[config.mk]
export PLATFORM = sky130hd
export DESIGN_NAME = prioritized_vectored_interrupts
export DESIGN_NICKNAME = d
export VERILOG_FILES = /design/src/hdl/pvi_pkg.sv /design/src/hdl/prioritized_vectored_interrupts.sv
export VERILOG_INCLUDE_DIRS = /design/src /design/src/hdl
export SDC_FILE = /design/constraint.sdc
export NUM_CORES = 1
export LEC_CHECK = 0
export ABC_CLOCK_PERIOD_IN_PS = 5000
export BUFFER_PORTS_ARGS = -buffer_cell sky130_fd_sc_hd__buf_2
export CORE_MARGIN = 2
export CORE_UTILIZATION = 60
export DETAILED_ROUTE_END_ITERATION = 7
export GPL_TIMING_DRIVEN = 0
export PLACE_DENSITY = 0.83
export SYNTH_ARGS = -nofsm -noshare
export SYNTH_HDL_FRONTEND = slang
export SYNTH_SLANG_ARGS = --single-unit
[constraint.sdc]
create_clock -name ref_clk -period 5 [get_ports ref_clk]
set_input_delay 0.25 -clock ref_clk [delete_from_list [all_inputs] [get_ports ref_clk]]
set_output_delay 0.25 -clock ref_clk [all_outputs]
set_load 0.03 [all_outputs]
[src/hdl/pvi_defines.svh]
`ifndef PVI_DEFINES_SVH
`define PVI_DEFINES_SVH

// Source counts
`define PVI_NUM_MASKABLE   11
`define PVI_NUM_EXT_PINS   3
`define PVI_NUM_KEY_PINS   8

// Priority slots of the maskable sources
`define PVI_PRIO_WDT       4'd0
`define PVI_PRIO_EXT0      4'd1
`define PVI_PRIO_SERIAL_RX 4'd4
`define PVI_PRIO_TX        4'd5
`define PVI_PRIO_WATCH     4'd6
`define PVI_PRIO_WATCH_IV  4'd7
`define PVI_PRIO_TIMER8    4'd8
`define PVI_PRIO_TIMER16   4'd9
`define PVI_PRIO_KEY       4'd10

// Vector table
`define PVI_VEC_NMI        16'h0004
`define PVI_VEC_BASE       16'h0004
`define PVI_VEC_EXT0       16'h0006
`define PVI_VEC_SERIAL_RX  16'h000c
`define PVI_VEC_KEY        16'h0018

// Register offsets
`define PVI_REG_FLAG_LO    4'h0
`define PVI_REG_FLAG_HI    4'h1
`define PVI_REG_MASK_LO    4'h2
`define PVI_REG_MASK_HI    4'h3
`define PVI_REG_EDGE_SEL   4'h4
`define PVI_REG_KEY_MODE   4'h5
`define PVI_REG_PSW        4'h6
`define PVI_REG_CTRL       4'h7

// Field positions
`define PVI_PSW_IE_BIT     3'd7
`define PVI_CTRL_NMI_MODE  3'd0
`define PVI_CTRL_NMI_ACT   3'd1

// Edge select codes, two bits per pin
`define PVI_EDGE_FALL      2'h0
`define PVI_EDGE_RISE      2'h1

// Reset values
`define PVI_RST_MASK       11'h7ff
`define PVI_RST_EDGE_SEL   6'h00
`define PVI_RST_KEY_MODE   8'h00
`define PVI_RST_PSW        8'h00
`define PVI_RST_NMI_MODE   1'b0

`endif

[src/hdl/pvi_pkg.sv]
package pvi_pkg;

	typedef struct packed {
		logic [3:0] addr;
		logic [7:0] wdata;
		logic       wr;
		logic       rd;
	} reg_req_t;

	typedef struct packed {
		logic       irq_ack;
		logic       nmi_ack;
		logic       return_from_irq;
		logic [7:0] restored_psw;
	} core_ctl_t;

	typedef struct packed {
		logic       watchdog_overflow_irq;
		logic       async_rx_done_irq;
		logic       sync_serial_done_irq;
		logic       async_tx_done_irq;
		logic       watch_tick_irq;
		logic       watch_interval_irq;
		logic       timer8_match_irq;
		logic       timer16_match_irq;
	} periph_evt_t;

endpackage : pvi_pkg

[src/hdl/prioritized_vectored_interrupts.sv]
// Chosen here: the address-and-strobe port and the placing of the registers.
`timescale 1ns/100ps
`default_nettype none
`include "pvi_defines.svh"

// Overview of operation
// - Twelve sources: one non-maskable and eleven maskable.
// - Among pending maskable requests the smallest priority number is served.
// - Watchdog-mode overflow raises the non-maskable request, vector 0004H.
// - Interval-mode watchdog overflow raises maskable priority 0 request.
// - Three edge pins are maskable priorities 1 to 3; first vectors 0006H.
// - Async receive and sync transfer share priority 4, vector 000CH.
// - Async transmit completion raises its own maskable request, priority 5.
// - 8-bit timer match is priority 8, 16-bit timer match priority 9.
// - Key return detection raises lowest priority 10 request, vector 0018H.
// - A flag shows a non-maskable interrupt is being serviced until return.
// - Status word holds a global enable that gates maskable requests.
// - Each edge pin triggers on selected rising, falling or both edges.
// - On return, status word restored and non-maskable flag cleared.
module prioritized_vectored_interrupts (
	// Clock and reset
	input  wire logic                 ref_clk,
	input  wire logic                 rst_n,
	// Register port
	input  wire pvi_pkg::reg_req_t    bus_req,
	output logic [7:0]                reg_rdata,
	// Peripheral events, one-cycle pulses
	input  wire pvi_pkg::periph_evt_t periph_evt,
	// Pins
	input  wire logic [2:0]           ext_edge_irqs,
	input  wire logic [7:0]           key_return_n,
	// Processor core
	input  wire pvi_pkg::core_ctl_t   core_ctl,
	output logic                      irq_req,
	output logic [15:0]               irq_vector,
	output logic                      nmi_req,
	output logic [7:0]                processor_status_word,
	output logic                      nonmaskable_active,
	output logic                      irq_level
);

	//////////////////////////////////////////////////////////////////////
	// Pin synchronisers: three stages, a change counts when two agree

	logic [10:0] s1;
	logic [10:0] s2;
	logic [10:0] s3;
	logic [10:0] stable;
	logic [10:0] next_stable;
	logic [10:0] rise;
	logic [10:0] fall;

	always_comb begin
		next_stable = stable;
		rise        = '0;
		fall        = '0;
		for (int i = 0; i < 11; i++) begin
			if (s2[i] == s3[i] && s3[i] != stable[i]) begin
				next_stable[i] = s3[i];
				rise[i]        = s3[i];
				fall[i]        = ~s3[i];
			end
		end
	end

	// Pins idle high: pulled up inputs
	always_ff @(posedge ref_clk) begin
		if (!rst_n) begin
			s1     <= 11'h7ff;
			s2     <= 11'h7ff;
			s3     <= 11'h7ff;
			stable <= 11'h7ff;
		end else begin
			s1     <= {key_return_n, ext_edge_irqs};
			s2     <= s1;
			s3     <= s2;
			stable <= next_stable;
		end
	end

	//////////////////////////////////////////////////////////////////////
	// Registers

	logic [10:0] flag;
	logic [10:0] irq_mask_bit;
	logic [3:0]  serve_idx;
	logic [5:0]  ext_edge_select_reg;
	logic [7:0]  key_return_mode_reg;
	logic        nmi_mode;
	logic [10:0] next_flag;
	logic [10:0] next_mask;
	logic [5:0]  next_edge_sel;
	logic [7:0]  next_key_mode;
	logic        next_nmi_mode;
	logic [7:0]  next_psw;
	logic        next_nmi_act;
	logic        next_nmi_req;
	logic [7:0]  next_rdata;
	logic [10:0] src_set;
	logic [10:0] clr;
	logic        global_irq_enable;

	assign global_irq_enable = processor_status_word[`PVI_PSW_IE_BIT];

	function automatic logic edge_hit(input logic [1:0] sel,
		input logic r, input logic f);
		case (sel)
			`PVI_EDGE_FALL: edge_hit = f;
			`PVI_EDGE_RISE: edge_hit = r;
			default:        edge_hit = r | f;
		endcase
	endfunction : edge_hit

	function automatic logic wr_hit(input pvi_pkg::reg_req_t q,
		input logic [3:0] a);
		wr_hit = q.wr && q.addr == a;
	endfunction : wr_hit

	always_comb begin
		src_set = '0;
		src_set[`PVI_PRIO_WDT] = periph_evt.watchdog_overflow_irq & ~nmi_mode;
		for (int i = 0; i < 3; i++)
			src_set[i + 1] = edge_hit(ext_edge_select_reg[2*i +: 2],
				rise[i], fall[i]);
		src_set[`PVI_PRIO_SERIAL_RX] = periph_evt.async_rx_done_irq
			| periph_evt.sync_serial_done_irq;
		src_set[`PVI_PRIO_TX]       = periph_evt.async_tx_done_irq;
		src_set[`PVI_PRIO_WATCH]    = periph_evt.watch_tick_irq;
		src_set[`PVI_PRIO_WATCH_IV] = periph_evt.watch_interval_irq;
		src_set[`PVI_PRIO_TIMER8]   = periph_evt.timer8_match_irq;
		src_set[`PVI_PRIO_TIMER16]  = periph_evt.timer16_match_irq;
		src_set[`PVI_PRIO_KEY] = |(fall[10:3] & key_return_mode_reg);
	end

	always_comb begin
		clr = '0;
		if (wr_hit(bus_req, `PVI_REG_FLAG_LO))
			clr[7:0] = bus_req.wdata;
		if (wr_hit(bus_req, `PVI_REG_FLAG_HI))
			clr[10:8] = bus_req.wdata[2:0];
		if (core_ctl.irq_ack && irq_req)
			clr[serve_idx] = 1'b1;
		next_flag = (flag & ~clr) | src_set;
		next_mask = irq_mask_bit;
		if (wr_hit(bus_req, `PVI_REG_MASK_LO))
			next_mask[7:0] = bus_req.wdata;
		if (wr_hit(bus_req, `PVI_REG_MASK_HI))
			next_mask[10:8] = bus_req.wdata[2:0];
		next_edge_sel = wr_hit(bus_req, `PVI_REG_EDGE_SEL) ?
			bus_req.wdata[5:0] : ext_edge_select_reg;
		next_key_mode = wr_hit(bus_req, `PVI_REG_KEY_MODE) ?
			bus_req.wdata : key_return_mode_reg;
		next_nmi_mode = wr_hit(bus_req, `PVI_REG_CTRL) ?
			bus_req.wdata[`PVI_CTRL_NMI_MODE] : nmi_mode;
		next_psw = wr_hit(bus_req, `PVI_REG_PSW) ?
			bus_req.wdata : processor_status_word;
		// Acceptance masks further maskable requests
		if (core_ctl.irq_ack && irq_req)
			next_psw[`PVI_PSW_IE_BIT] = 1'b0;
		if (core_ctl.return_from_irq)
			next_psw = core_ctl.restored_psw;
		next_nmi_act = nonmaskable_active;
		if (core_ctl.return_from_irq)
			next_nmi_act = 1'b0;
		if (core_ctl.nmi_ack && nmi_req)
			next_nmi_act = 1'b1;
		next_nmi_req = nmi_req && !core_ctl.nmi_ack;
		if (periph_evt.watchdog_overflow_irq && nmi_mode)
			next_nmi_req = 1'b1;
		next_rdata = 8'h00;
		if (bus_req.rd) begin
			case (bus_req.addr)
				`PVI_REG_FLAG_LO:  next_rdata = flag[7:0];
				`PVI_REG_FLAG_HI:  next_rdata = {5'h00, flag[10:8]};
				`PVI_REG_MASK_LO:  next_rdata = irq_mask_bit[7:0];
				`PVI_REG_MASK_HI:  next_rdata = {5'h00, irq_mask_bit[10:8]};
				`PVI_REG_EDGE_SEL: next_rdata = {2'h0, ext_edge_select_reg};
				`PVI_REG_KEY_MODE: next_rdata = key_return_mode_reg;
				`PVI_REG_PSW:      next_rdata = processor_status_word;
				`PVI_REG_CTRL:
					next_rdata = {6'h00, nonmaskable_active, nmi_mode};
				default:           next_rdata = 8'h00;
			endcase
		end
	end

	always_ff @(posedge ref_clk) begin
		if (!rst_n) begin
			flag                  <= '0;
			irq_mask_bit          <= `PVI_RST_MASK;
			ext_edge_select_reg   <= `PVI_RST_EDGE_SEL;
			key_return_mode_reg   <= `PVI_RST_KEY_MODE;
			nmi_mode              <= `PVI_RST_NMI_MODE;
			processor_status_word <= `PVI_RST_PSW;
			nonmaskable_active    <= 1'b0;
			nmi_req               <= 1'b0;
			reg_rdata             <= 8'h00;
		end else begin
			flag                  <= next_flag;
			irq_mask_bit          <= next_mask;
			ext_edge_select_reg   <= next_edge_sel;
			key_return_mode_reg   <= next_key_mode;
			nmi_mode              <= next_nmi_mode;
			processor_status_word <= next_psw;
			nonmaskable_active    <= next_nmi_act;
			nmi_req               <= next_nmi_req;
			reg_rdata             <= next_rdata;
		end
	end

	//////////////////////////////////////////////////////////////////////
	// Priority resolution and vector

	logic [10:0] pend;
	logic [3:0]  next_idx;
	logic        next_req;
	logic [15:0] next_vector;
	logic [10:0] pend_q;

	assign pend      = flag & ~irq_mask_bit;
	assign irq_level = |pend;

	always_comb begin
		next_idx = 4'd0;
		for (int i = 10; i >= 0; i--)
			if (pend[i])
				next_idx = 4'(i);
		// global enable gates the core request
		next_req = |pend && global_irq_enable
			&& !(core_ctl.irq_ack && irq_req);
		// Vectors step by two bytes per slot
		next_vector = `PVI_VEC_BASE + {11'h000, next_idx, 1'b0};
		if (next_idx >= `PVI_PRIO_SERIAL_RX && next_idx <= `PVI_PRIO_TX)
			next_vector = `PVI_VEC_SERIAL_RX
				+ {11'h000, next_idx - `PVI_PRIO_SERIAL_RX, 1'b0};
		if (next_idx >= `PVI_PRIO_EXT0 && next_idx < `PVI_PRIO_SERIAL_RX)
			next_vector = `PVI_VEC_EXT0
				+ {11'h000, next_idx - `PVI_PRIO_EXT0, 1'b0};
	end

	always_ff @(posedge ref_clk) begin
		if (!rst_n) begin
			irq_req    <= 1'b0;
			serve_idx  <= 4'd0;
			irq_vector <= `PVI_VEC_NMI;
			pend_q     <= '0;
		end else begin
			irq_req    <= next_req;
			serve_idx  <= next_idx;
			irq_vector <= nmi_req ? `PVI_VEC_NMI : next_vector;
			pend_q     <= pend;
		end
	end
endmodule : prioritized_vectored_interrupts
`default_nettype wire

==> results of run 1 <==
## area by class of cell
type	instances	area, µm²	share of cell area
multi-input combinational	395	2435	0.4417
sequential	109	2182	0.3958
timing repair buffer	68	340.3	0.06173
buffer	29	150.1	0.02724
tap	102	127.6	0.02315
clock buffer	9	123.9	0.02247
clock inverter	7	96.34	0.01748
inverter	15	57.56	0.01044
## per-layer routing
layer / vias up / global-route usage
li1: 2023 / -
met1: 1991 / 0.4046
met3: 27 / 0.06285
met5: - / 0
met4: 0 / 0.06495
met2: 167 / 0.5120
## per-stage QoR
stage	total power (W)	utilization	instance area, µm²	setup WS [ns]
after floorplan	0.001036	-	4825	2.540
after CTS	0.001663	0.7134	5513	1.954
final	0.001665	0.7134	5513	1.954
after global placement	0.001095	0.6849	5293	1.975
after detailed placement	0.001099	0.6849	5293	2.004
after global routing	0.001717	0.7134	5513	1.689
## worst max-delay path by stage
stage                     from             to  slack (ns)  depth (start not counted)
2_1_floorplan  irq_mask_bit[8]  irq_vector[4]        2.54                         13
3_3_place_gp   irq_mask_bit[8]  irq_vector[4]        1.98                         13
3_5_place_dp   irq_mask_bit[8]  irq_vector[4]        2.00                         13
4_1_cts        irq_mask_bit[8]  irq_vector[4]        1.95                         13
5_1_grt        irq_mask_bit[8]  irq_vector[4]        1.69                         13
6_report       irq_mask_bit[8]  irq_vector[4]        1.95                         13
## logic make-up after synthesis
group	after synthesis	share of synthesized area
and+or+nand+nor	241	0.2656
DFF	109	0.4558
AOI/OAI and AO/OA	104	0.1445
buffers and inverters	44	0.04339
muxes	28	0.06194
adders and majority gates	10	0.02614
other	1	0.0007834
xor gates and xnor gates	1	0.001830
## power by group through the flow
stage	sequential (W)	combinational (W)	clock, W
2_1_floorplan	0.000934	0.000101	0
3_3_place_gp	0.000928	0.000167	0
4_1_cts	0.000910	0.000171	0.000582
6_report	0.000910	0.000173	0.000581
5_1_grt	0.000913	0.000187	0.000618
3_5_place_dp	0.000929	0.000170	0
## cells in the mapped netlist, types with 2 or more instances
library cell	n
sky130_fd_sc_hd__nor3_1	9
sky130_fd_sc_hd__or2_2	3
sky130_fd_sc_hd__and4_1	2
sky130_fd_sc_hd__o31a_1	2
sky130_fd_sc_hd__a22o_1	6
sky130_fd_sc_hd__a21oi_1	29
sky130_fd_sc_hd__o21ai_0	26
sky130_fd_sc_hd__ha_1	10
sky130_fd_sc_hd__mux2_2	3
sky130_fd_sc_hd__mux2i_1	24
sky130_fd_sc_hd__nand3_1	23
sky130_fd_sc_hd__nand4_1	5
sky130_fd_sc_hd__nor2b_4	2
sky130_fd_sc_hd__nor2b_1	34
sky130_fd_sc_hd__o22ai_1	2
sky130_fd_sc_hd__nor2_1	40
sky130_fd_sc_hd__inv_1	14
sky130_fd_sc_hd__a221oi_1	2
sky130_fd_sc_hd__and3_1	2
sky130_fd_sc_hd__nand2b_1	44
sky130_fd_sc_hd__a21boi_0	3
sky130_fd_sc_hd__a222oi_1	6
sky130_fd_sc_hd__o211ai_1	4
sky130_fd_sc_hd__a22oi_1	8
sky130_fd_sc_hd__and2_1	12
sky130_fd_sc_hd__dfxtp_1	109
sky130_fd_sc_hd__buf_4	11
sky130_fd_sc_hd__nand2_1	54
sky130_fd_sc_hd__a31oi_1	4
sky130_fd_sc_hd__clkbuf_1	17
==> metrics.txt, run 1 <==
# TYPE chip_impl_metric gauge
chip_impl_info{name="status",value="finished, final reports clean"} 1
chip_impl_metric{name="cts.reportedPaths.clkPinSlew",unit="ns"} 0.13
chip_impl_metric{name="first_pass_grt_wire_length",unit="mm"} 20.17
chip_impl_info{name="crit_path_top_delay_cell",value="sky130_fd_sc_hd__a31oi_1"} 1
chip_impl_metric{name="core.rowCount",unit=""} 32
chip_impl_metric{name="power.density",unit="nW/µm²"} 301.9
chip_impl_metric{name="drv_slew",unit=""} 0
chip_impl_metric{name="antenna_found_initial",unit=""} 0
chip_impl_metric{name="drive_above_1_share",unit=""} 0.1772
chip_impl_metric{name="setup_violations",unit=""} 0
chip_impl_metric{name="synth-warning-count",unit=""} 0
chip_impl_metric{name="vias",unit=""} 4208
chip_impl_metric{name="m1WireLength",unit="mm"} 5.403
chip_impl_info{name="setup.worst_path.end_class",value="flop"} 1
chip_impl_metric{name="timing.reg2reg.setup_slack",unit="ns"} 1.95
chip_impl_metric{name="slowest_delay",unit="ns"} 0.44
chip_impl_metric{name="p_sw",unit="W"} 0.0004915
chip_impl_metric{name="synth.lib_cells_used.distinct",unit=""} 58
chip_impl_info{name="cp_cell_sequence",value="nand2b_1 -> o21ai_0 -> nor3_1 -> o31ai_1 -> a31oi_1 -> inv_1 -> ha_1 -> inv_1 -> a21oi_2 -> or2_4 -> o211a_1 -> or3_1 -> o221ai_1"} 1
chip_impl_metric{name="area_growth",unit="%"} 15.16
chip_impl_metric{name="worst_hold_slack",unit="ns"} 0.02741
chip_impl_metric{name="postCtsSetupBuffers",unit=""} 0
chip_impl_metric{name="synth_top_area_frac",unit=""} 0.4558
chip_impl_metric{name="number_of_levels_in_the_clock_h_tree",unit=""} 3
chip_impl_metric{name="final-hold-violation-count",unit=""} 0
chip_impl_metric{name="path_buf_inv",unit=""} 2
chip_impl_info{name="most_used_flip_flop_cell_after_synthesis",value="sky130_fd_sc_hd__dfxtp_1"} 1
chip_impl_metric{name="cts_resized",unit=""} 0
chip_impl_info{name="rsz0062_at_grt",value="false"} 1
chip_impl_metric{name="synth_seq_area_share",unit=""} 0.4558
chip_impl_metric{name="dr_wl_met2",unit="mm"} 6.322
chip_impl_metric{name="total_leakage_power",unit="nW"} 2.351
chip_impl_metric{name="cts_buffers",unit=""} 9
chip_impl_info{name="critical_path_class",value="reg -> reg"} 1
chip_impl_metric{name="globalRouteTotalUtil",unit=""} 0.3042
chip_impl_metric{name="cts.path.max_buffers",unit=""} 2
chip_impl_metric{name="final.setup.tns",unit="ns"} 0
chip_impl_metric{name="fin_worst_skew",unit="ns"} 0.01680
chip_impl_metric{name="vdd_ir_drop_max",unit="V"} 0.0002708
chip_impl_metric{name="timing.critical_path.required",unit="ns"} 5.31
chip_impl_metric{name="clock_power_share",unit=""} 0.349
chip_impl_metric{name="detail_route.wl_per_cell",unit="µm"} 17.66
chip_impl_metric{name="start_util",unit=""} 0.6195
chip_impl_metric{name="p_sw_frac",unit=""} 0.2953
chip_impl_metric{name="max_freq",unit="MHz"} 328.3
chip_impl_metric{name="crit_path_max_fanout",unit=""} 5
chip_impl_info{name="synth_largest_area_cell",value="sky130_fd_sc_hd__dfxtp_1"} 1
chip_impl_info{name="r2r-start",value="irq_mask_bit[8]"} 1
chip_impl_info{name="worstReg2RegEnd",value="irq_vector[4]"} 1
chip_impl_metric{name="detail-route-antenna-nets",unit=""} 0
chip_impl_metric{name="post_layout_nonfiller_instances",unit=""} 734
chip_impl_metric{name="die-area",unit="µm²"} 8709
chip_impl_metric{name="place_congestion",unit=""} 0.9619
chip_impl_info{name="timing.critical_path.from_type",value="flop"} 1
chip_impl_metric{name="drt_drc_violations_left",unit=""} 0
chip_impl_info{name="layout_common_cells",value="sky130_fd_sc_hd__dfxtp_1 (109), sky130_fd_sc_hd__buf_2 (68), sky130_fd_sc_hd__nand2_1 (54)"} 1
chip_impl_metric{name="syn_inst",unit=""} 538
chip_impl_metric{name="final.period_utilization",unit=""} 0.6092
chip_impl_metric{name="seq_power_share",unit=""} 0.547
chip_impl_info{name="dr.max_layer_used",value="met4"} 1
chip_impl_metric{name="worst_ep_arrival_time",unit="ns"} 3.36
chip_impl_metric{name="power.combinational.fraction",unit=""} 0.104
chip_impl_metric{name="synth_area_per_inst",unit="µm²"} 8.898
chip_impl_metric{name="post_synth_instance_area",unit="µm²"} 4787
chip_impl_metric{name="internal_power",unit="W"} 0.001173
chip_impl_metric{name="wirelength",unit="mm"} 12.96
chip_impl_info{name="hold_path_class",value="in -> reg"} 1
chip_impl_metric{name="clk_latency",unit="ns"} 0.38
chip_impl_metric{name="share_of_flip_flops_with_an_asynchronous_set_or_reset",unit=""} 0
chip_impl_metric{name="synth_edf_count",unit=""} 0
chip_impl_metric{name="ctsHoldBuffers",unit=""} 0
chip_impl_metric{name="first_global_vias",unit=""} 3935
chip_impl_metric{name="dp.cells",unit=""} 718
chip_impl_metric{name="tritoncts_num_sinks",unit=""} 109
chip_impl_metric{name="grt_start_max_net_pins",unit=""} 25
chip_impl_metric{name="core",unit="µm²"} 7727
chip_impl_metric{name="avgViaCountPerCell",unit=""} 5.733
chip_impl_metric{name="yosys_register_bits",unit=""} 109
chip_impl_info{name="crit_top_cell",value="sky130_fd_sc_hd__inv_1"} 1
chip_impl_info{name="hold-path-endpoint",value="s1[0]"} 1
chip_impl_metric{name="drt_iter0_drc",unit=""} 305
chip_impl_metric{name="nFillCells",unit=""} 636
chip_impl_info{name="critical_path.top_delay_family",value="compound AO/OA/AOI/OAI gates"} 1
chip_impl_metric{name="drt_pass1_iterations",unit=""} 7
chip_impl_metric{name="pin_count",unit=""} 82
chip_impl_info{name="post_synth_main_area_contributors",value="sky130_fd_sc_hd__dfxtp_1 (46%), sky130_fd_sc_hd__nand2b_1 (5.8%), sky130_fd_sc_hd__mux2i_1 (5.0%), sky130_fd_sc_hd__nor2b_1 (4.4%), sky130_fd_sc_hd__nand2_1 (4.2%)"} 1
chip_impl_metric{name="grt_remaining_overflow",unit=""} 0
chip_impl_metric{name="hold-path-cell-count",unit=""} 2
chip_impl_metric{name="diodes",unit=""} 0
chip_impl_info{name="most_common_cell_after_layout_fill_and_taps_aside",value="sky130_fd_sc_hd__dfxtp_1"} 1
chip_impl_metric{name="routed-wl-met3",unit="µm"} 999
chip_impl_metric{name="dp_hpwl",unit="mm"} 9.811
chip_impl_metric{name="port_buffers",unit=""} 68
chip_impl_metric{name="cap_viol_max_count",unit=""} 0
chip_impl_info{name="cts.root.buffer_cell",value="sky130_fd_sc_hd__clkbuf_8"} 1
chip_impl_metric{name="normalized_max_slew_margin",unit=""} 0.2104
chip_impl_metric{name="dieWidth",unit="µm"} 93.32
chip_impl_metric{name="timing.final.crit_period",unit="ns"} 3.046
chip_impl_info{name="timing.hold.worst.start",value="ext_edge_irqs[0]"} 1
chip_impl_metric{name="die_height",unit="µm"} 93.32
chip_impl_metric{name="worstRegToRegCells",unit=""} 13
chip_impl_metric{name="worstMarginPinSlew",unit="ns"} 1.175
chip_impl_info{name="tritoncts",value="built"} 1
chip_impl_metric{name="nets",unit=""} 683
Power figures use the tool's default switching activity.
==> run 2: changes to the inputs <==
--- a/config.mk
+++ b/config.mk
@@ -6,13 +6,14 @@
 export SDC_FILE = /design/constraint.sdc
 export NUM_CORES = 1
 export LEC_CHECK = 0
-export ABC_CLOCK_PERIOD_IN_PS = 5000
+export ABC_AREA = 1
+export ABC_CLOCK_PERIOD_IN_PS = 3040
 export BUFFER_PORTS_ARGS = -buffer_cell sky130_fd_sc_hd__buf_2
 export CORE_MARGIN = 2
-export CORE_UTILIZATION = 60
+export CORE_UTILIZATION = 56
 export DETAILED_ROUTE_END_ITERATION = 7
 export GPL_TIMING_DRIVEN = 0
-export PLACE_DENSITY = 0.83
+export PLACE_DENSITY = 0.79
 export SYNTH_ARGS = -nofsm -noshare
 export SYNTH_HDL_FRONTEND = slang
 export SYNTH_SLANG_ARGS = --single-unit
==> constraint.sdc (replaced) <==
create_clock -name ref_clk -period 3.04 [get_ports ref_clk]
set_input_delay 0.152 -clock ref_clk [delete_from_list [all_inputs] [get_ports ref_clk]]
set_output_delay 0.152 -clock ref_clk [all_outputs]
set_load 0.03 [all_outputs]
==> run 2 against run 1 <==
Compared with the run above: non-clock buffer count is 11 higher; sequential share of layout area down 0.62 points; final cell count up 9.8%; first-iteration DRC count fell by 3.3%; the flow now finishes with violations (negative hold slack); largest cell class is now flip-flops and latches; die area increased by 5.9%.
==> metrics.txt, run 2 <==
# TYPE chip_impl_metric gauge
chip_impl_info{name="status",value="finished, violations left"} 1
chip_impl_info{name="failed_checks",value="negative hold slack"} 1
chip_impl_metric{name="first_pass_grt_wire_length",unit="mm"} 20.00
chip_impl_metric{name="avgViaCountPerCell",unit=""} 5.460
chip_impl_metric{name="synth_top_area_frac",unit=""} 0.4598
chip_impl_metric{name="number_of_levels_in_the_clock_h_tree",unit=""} 3
chip_impl_metric{name="grt_remaining_overflow",unit=""} 0
chip_impl_info{name="setup.worst_path.end_class",value="flop"} 1
chip_impl_info{name="synth_common_cells",value="sky130_fd_sc_hd__dfxtp_1 (109), sky130_fd_sc_hd__nand2_1 (106), sky130_fd_sc_hd__inv_1 (62)"} 1
chip_impl_metric{name="diodes",unit=""} 0
chip_impl_info{name="post_synth_main_area_contributors",value="sky130_fd_sc_hd__dfxtp_1 (46%), sky130_fd_sc_hd__nand2_1 (8.4%), sky130_fd_sc_hd__inv_1 (4.9%), sky130_fd_sc_hd__or2_2 (4.0%), sky130_fd_sc_hd__a21oi_1 (3.9%)"} 1
chip_impl_metric{name="slowest_delay",unit="ns"} 0.36
chip_impl_metric{name="dieWidth",unit="µm"} 96.06
chip_impl_info{name="critical_path.top_delay_family",value="simple AND/OR/NAND/NOR gates"} 1
chip_impl_metric{name="drt_pass1_iterations",unit=""} 7
chip_impl_metric{name="vdd_ir_drop_max",unit="V"} 0.0003110
chip_impl_info{name="layout_common_cells",value="sky130_fd_sc_hd__dfxtp_1 (109), sky130_fd_sc_hd__nand2_1 (106), sky130_fd_sc_hd__buf_2 (71)"} 1
chip_impl_metric{name="p_sw",unit="W"} 0.0007444
chip_impl_info{name="hold_path_class",value="in -> reg"} 1
chip_impl_info{name="most_common_cell_after_layout_fill_and_taps_aside",value="sky130_fd_sc_hd__dfxtp_1"} 1
chip_impl_metric{name="final.period_utilization",unit=""} 0.7459
chip_impl_metric{name="timing.final.crit_period",unit="ns"} 2.267
chip_impl_metric{name="cts.path.max_buffers",unit=""} 2
chip_impl_metric{name="crit_path_max_fanout",unit=""} 7
chip_impl_info{name="most_used_flip_flop_cell_after_synthesis",value="sky130_fd_sc_hd__dfxtp_1"} 1
chip_impl_metric{name="worstMarginPinSlew",unit="ns"} 0.5808
chip_impl_metric{name="yosys_register_bits",unit=""} 109
chip_impl_metric{name="share_of_flip_flops_with_an_asynchronous_set_or_reset",unit=""} 0
chip_impl_metric{name="placedInstanceArea",unit="µm²"} 5255
chip_impl_metric{name="p_sw_frac",unit=""} 0.2736
chip_impl_metric{name="worst_hold_slack",unit="ns"} -0.005608
chip_impl_metric{name="cts_resized",unit=""} 0
chip_impl_info{name="timing.critical_path.from_type",value="flop"} 1
chip_impl_metric{name="post_synth_instance_area",unit="µm²"} 4746
chip_impl_metric{name="tritoncts_num_sinks",unit=""} 109
chip_impl_metric{name="ctsHoldBuffers",unit=""} 14
chip_impl_metric{name="drive_above_1_share",unit=""} 0.2511
chip_impl_metric{name="layout.cell_area.non_filler",unit="µm²"} 5600
chip_impl_metric{name="place_congestion",unit=""} 1.030
chip_impl_metric{name="setup_violations",unit=""} 0
chip_impl_metric{name="cts_buffers",unit=""} 9
chip_impl_metric{name="cap_viol_max_count",unit=""} 0
chip_impl_metric{name="seq_power_share",unit=""} 0.551
chip_impl_metric{name="final-hold-violation-count",unit=""} 1
chip_impl_metric{name="dp_hpwl",unit="mm"} 9.570
chip_impl_info{name="cts.root.buffer_cell",value="sky130_fd_sc_hd__clkbuf_8"} 1
chip_impl_metric{name="wirelength",unit="mm"} 12.69
chip_impl_metric{name="total_leakage_power",unit="nW"} 2.676
chip_impl_metric{name="drv_slew",unit=""} 0
chip_impl_metric{name="normalized_max_slew_margin",unit=""} 0.6128
chip_impl_info{name="synth_largest_area_cell",value="sky130_fd_sc_hd__dfxtp_1"} 1
chip_impl_metric{name="port_buffers",unit=""} 68
chip_impl_metric{name="grt_start_max_net_pins",unit=""} 20
chip_impl_metric{name="drt_iter0_drc",unit=""} 295
chip_impl_metric{name="power.density",unit="nW/µm²"} 485.8
chip_impl_metric{name="worst_ep_arrival_time",unit="ns"} 2.54
chip_impl_info{name="cp_cell_sequence",value="inv_1 -> nand2_2 -> o21ai_2 -> o311ai_1 -> nand3_1 -> nand3_1 -> nand2_1 -> ha_1 -> inv_1 -> nand2_2 -> nand2_2 -> inv_1 -> a31oi_1 -> nand3_1 -> nand3_2 -> a21oi_2"} 1
chip_impl_metric{name="nets",unit=""} 752
chip_impl_metric{name="postCtsSetupBuffers",unit=""} 0
chip_impl_metric{name="vias",unit=""} 4401
chip_impl_metric{name="clock_power_share",unit=""} 0.342
chip_impl_metric{name="drt_drc_violations_left",unit=""} 0
chip_impl_metric{name="detail_route.wl_per_cell",unit="µm"} 15.74
chip_impl_metric{name="synth.lib_cells_used.distinct",unit=""} 40
chip_impl_info{name="rsz0062_at_grt",value="false"} 1
chip_impl_metric{name="max_freq",unit="MHz"} 441.0
chip_impl_metric{name="synth_seq_area_share",unit=""} 0.4598
chip_impl_metric{name="syn_inst",unit=""} 593
chip_impl_metric{name="core",unit="µm²"} 8217
chip_impl_metric{name="final.setup.tns",unit="ns"} 0
chip_impl_info{name="crit_path_top_delay_cell",value="sky130_fd_sc_hd__dfxtp_1"} 1
chip_impl_metric{name="cts.reportedPaths.clkPinSlew",unit="ns"} 0.11
chip_impl_metric{name="synth_area_per_inst",unit="µm²"} 8.003
chip_impl_metric{name="power.combinational.fraction",unit=""} 0.106
chip_impl_metric{name="first_global_vias",unit=""} 4094
chip_impl_metric{name="synth-warning-count",unit=""} 0
chip_impl_metric{name="internal_power",unit="W"} 0.001977
chip_impl_metric{name="synth_edf_count",unit=""} 0
chip_impl_metric{name="fin_worst_skew",unit="ns"} 0.01323
chip_impl_info{name="yosys.cell_count.top_type",value="sky130_fd_sc_hd__dfxtp_1"} 1
chip_impl_metric{name="die-area",unit="µm²"} 9227
chip_impl_info{name="critical_path_class",value="reg -> reg"} 1
chip_impl_metric{name="detail-route-antenna-nets",unit=""} 0
chip_impl_metric{name="clk_latency",unit="ns"} 0.38
chip_impl_metric{name="die_height",unit="µm"} 96.06
chip_impl_metric{name="timing.critical_path.required",unit="ns"} 3.31
chip_impl_info{name="tritoncts",value="built"} 1
chip_impl_metric{name="antenna_found_initial",unit=""} 0
chip_impl_metric{name="core.rowCount",unit=""} 33
chip_impl_metric{name="pin_count",unit=""} 82
chip_impl_metric{name="area_growth",unit="%"} 18.01
chip_impl_metric{name="timing.reg2reg.setup_slack",unit="ns"} 0.77
chip_impl_metric{name="start_util",unit=""} 0.5776
chip_impl_metric{name="globalRouteTotalUtil",unit=""} 0.2868
chip_impl_metric{name="path_buf_inv",unit=""} 3
## run 2: changes by cell type after synthesis, moves of 16 or more
cell | previous run | this run
sky130_fd_sc_hd__mux2i_1 | 24 | 0
sky130_fd_sc_hd__inv_1 | 14 | 62
sky130_fd_sc_hd__nand2b_1 | 44 | 0
sky130_fd_sc_hd__nor2b_1 | 34 | 0
sky130_fd_sc_hd__inv_2 | 0 | 16
sky130_fd_sc_hd__or2_2 | 3 | 30
sky130_fd_sc_hd__nand2_1 | 54 | 106
## run 2: area by class of cell
class / instances / area (µm²)
Timing Repair Buffer: 82 / 480.5
Buffer: 26 / 142.6
Inverter: 81 / 306.5
Fill cell: 669 / 2616
Sequential cell: 109 / 2182
Multi-Input combinational cell: 387 / 2152
Tap cell: 105 / 131.4
Clock buffer: 10 / 127.6
Clock inverter: 6 / 77.57
## run 2: cell families (layout without fill, tap and decap cells)
| kind of cell | Yosys count | in the layout | share of synthesized area |
|---|---|---|---|
| compound gates | 115 | 115 | 0.1484 |
| buf+inv | 107 | 205 | 0.09465 |
| other cells | 1 | 11 | 0.0007902 |
| flops | 109 | 109 | 0.4598 |
| fa+ha+maj | 18 | 18 | 0.04324 |
| xor+xnor | 2 | 2 | 0.003692 |
| simple gates | 241 | 241 | 0.2494 |
## run 2: stage by stage
stage	power (W)	utilization	hold slack, ns	cells	setup slack, ns
4_1_cts	0.002724	0.6816	0.001642	806	0.7918
6_report	0.002721	0.6816	-0.005608	806	0.7726
5_1_grt	0.002813	0.6816	0.01449	806	0.5009
3_3_place_gp	0.001794	0.6396	0.3361	776	0.8139
3_5_place_dp	0.001801	0.6396	0.3399	776	0.8375
2_1_floorplan	0.001702	-	0.2586	603	1.144
## run 2: layer usage
layer,track usage,wire [µm]
met1,0.3715,5353
met2,0.4560,5599
met3,0.05012,1153
met4,0.1512,583
met5,0,0
## run 2: path summary, 6_finish.rpt
check / cells past startpoint / start / endpoint
hold reg to reg: 1 / s1[5] / s2[5]
hold / removal: 3 / periph_evt[0] / flag[9]
setup reg to reg: 16 / irq_mask_bit[8] / irq_vector[4]
setup / recovery: 16 / irq_mask_bit[8] / irq_vector[4]
## run 2: tightest hold or removal path, stage by stage
cell and delay, ns:
sky130_fd_sc_hd__buf_2 0.08, sky130_fd_sc_hd__a21oi_1 0.03, sky130_fd_sc_hd__nor2_1 0.07
## run 2: power groups by stage
| stage | clock, W | combinational, W | sequential (W) |
|---|---|---|---|
| final | 0.000932 | 0.000289 | 0.00150 |
| after global routing | 0.000992 | 0.000316 | 0.00150 |
| after CTS | 0.000940 | 0.000285 | 0.00150 |
| after detailed placement | 0 | 0.000269 | 0.00153 |
| after global placement | 0 | 0.000264 | 0.00153 |
| after floorplan | 0 | 0.000158 | 0.00154 |
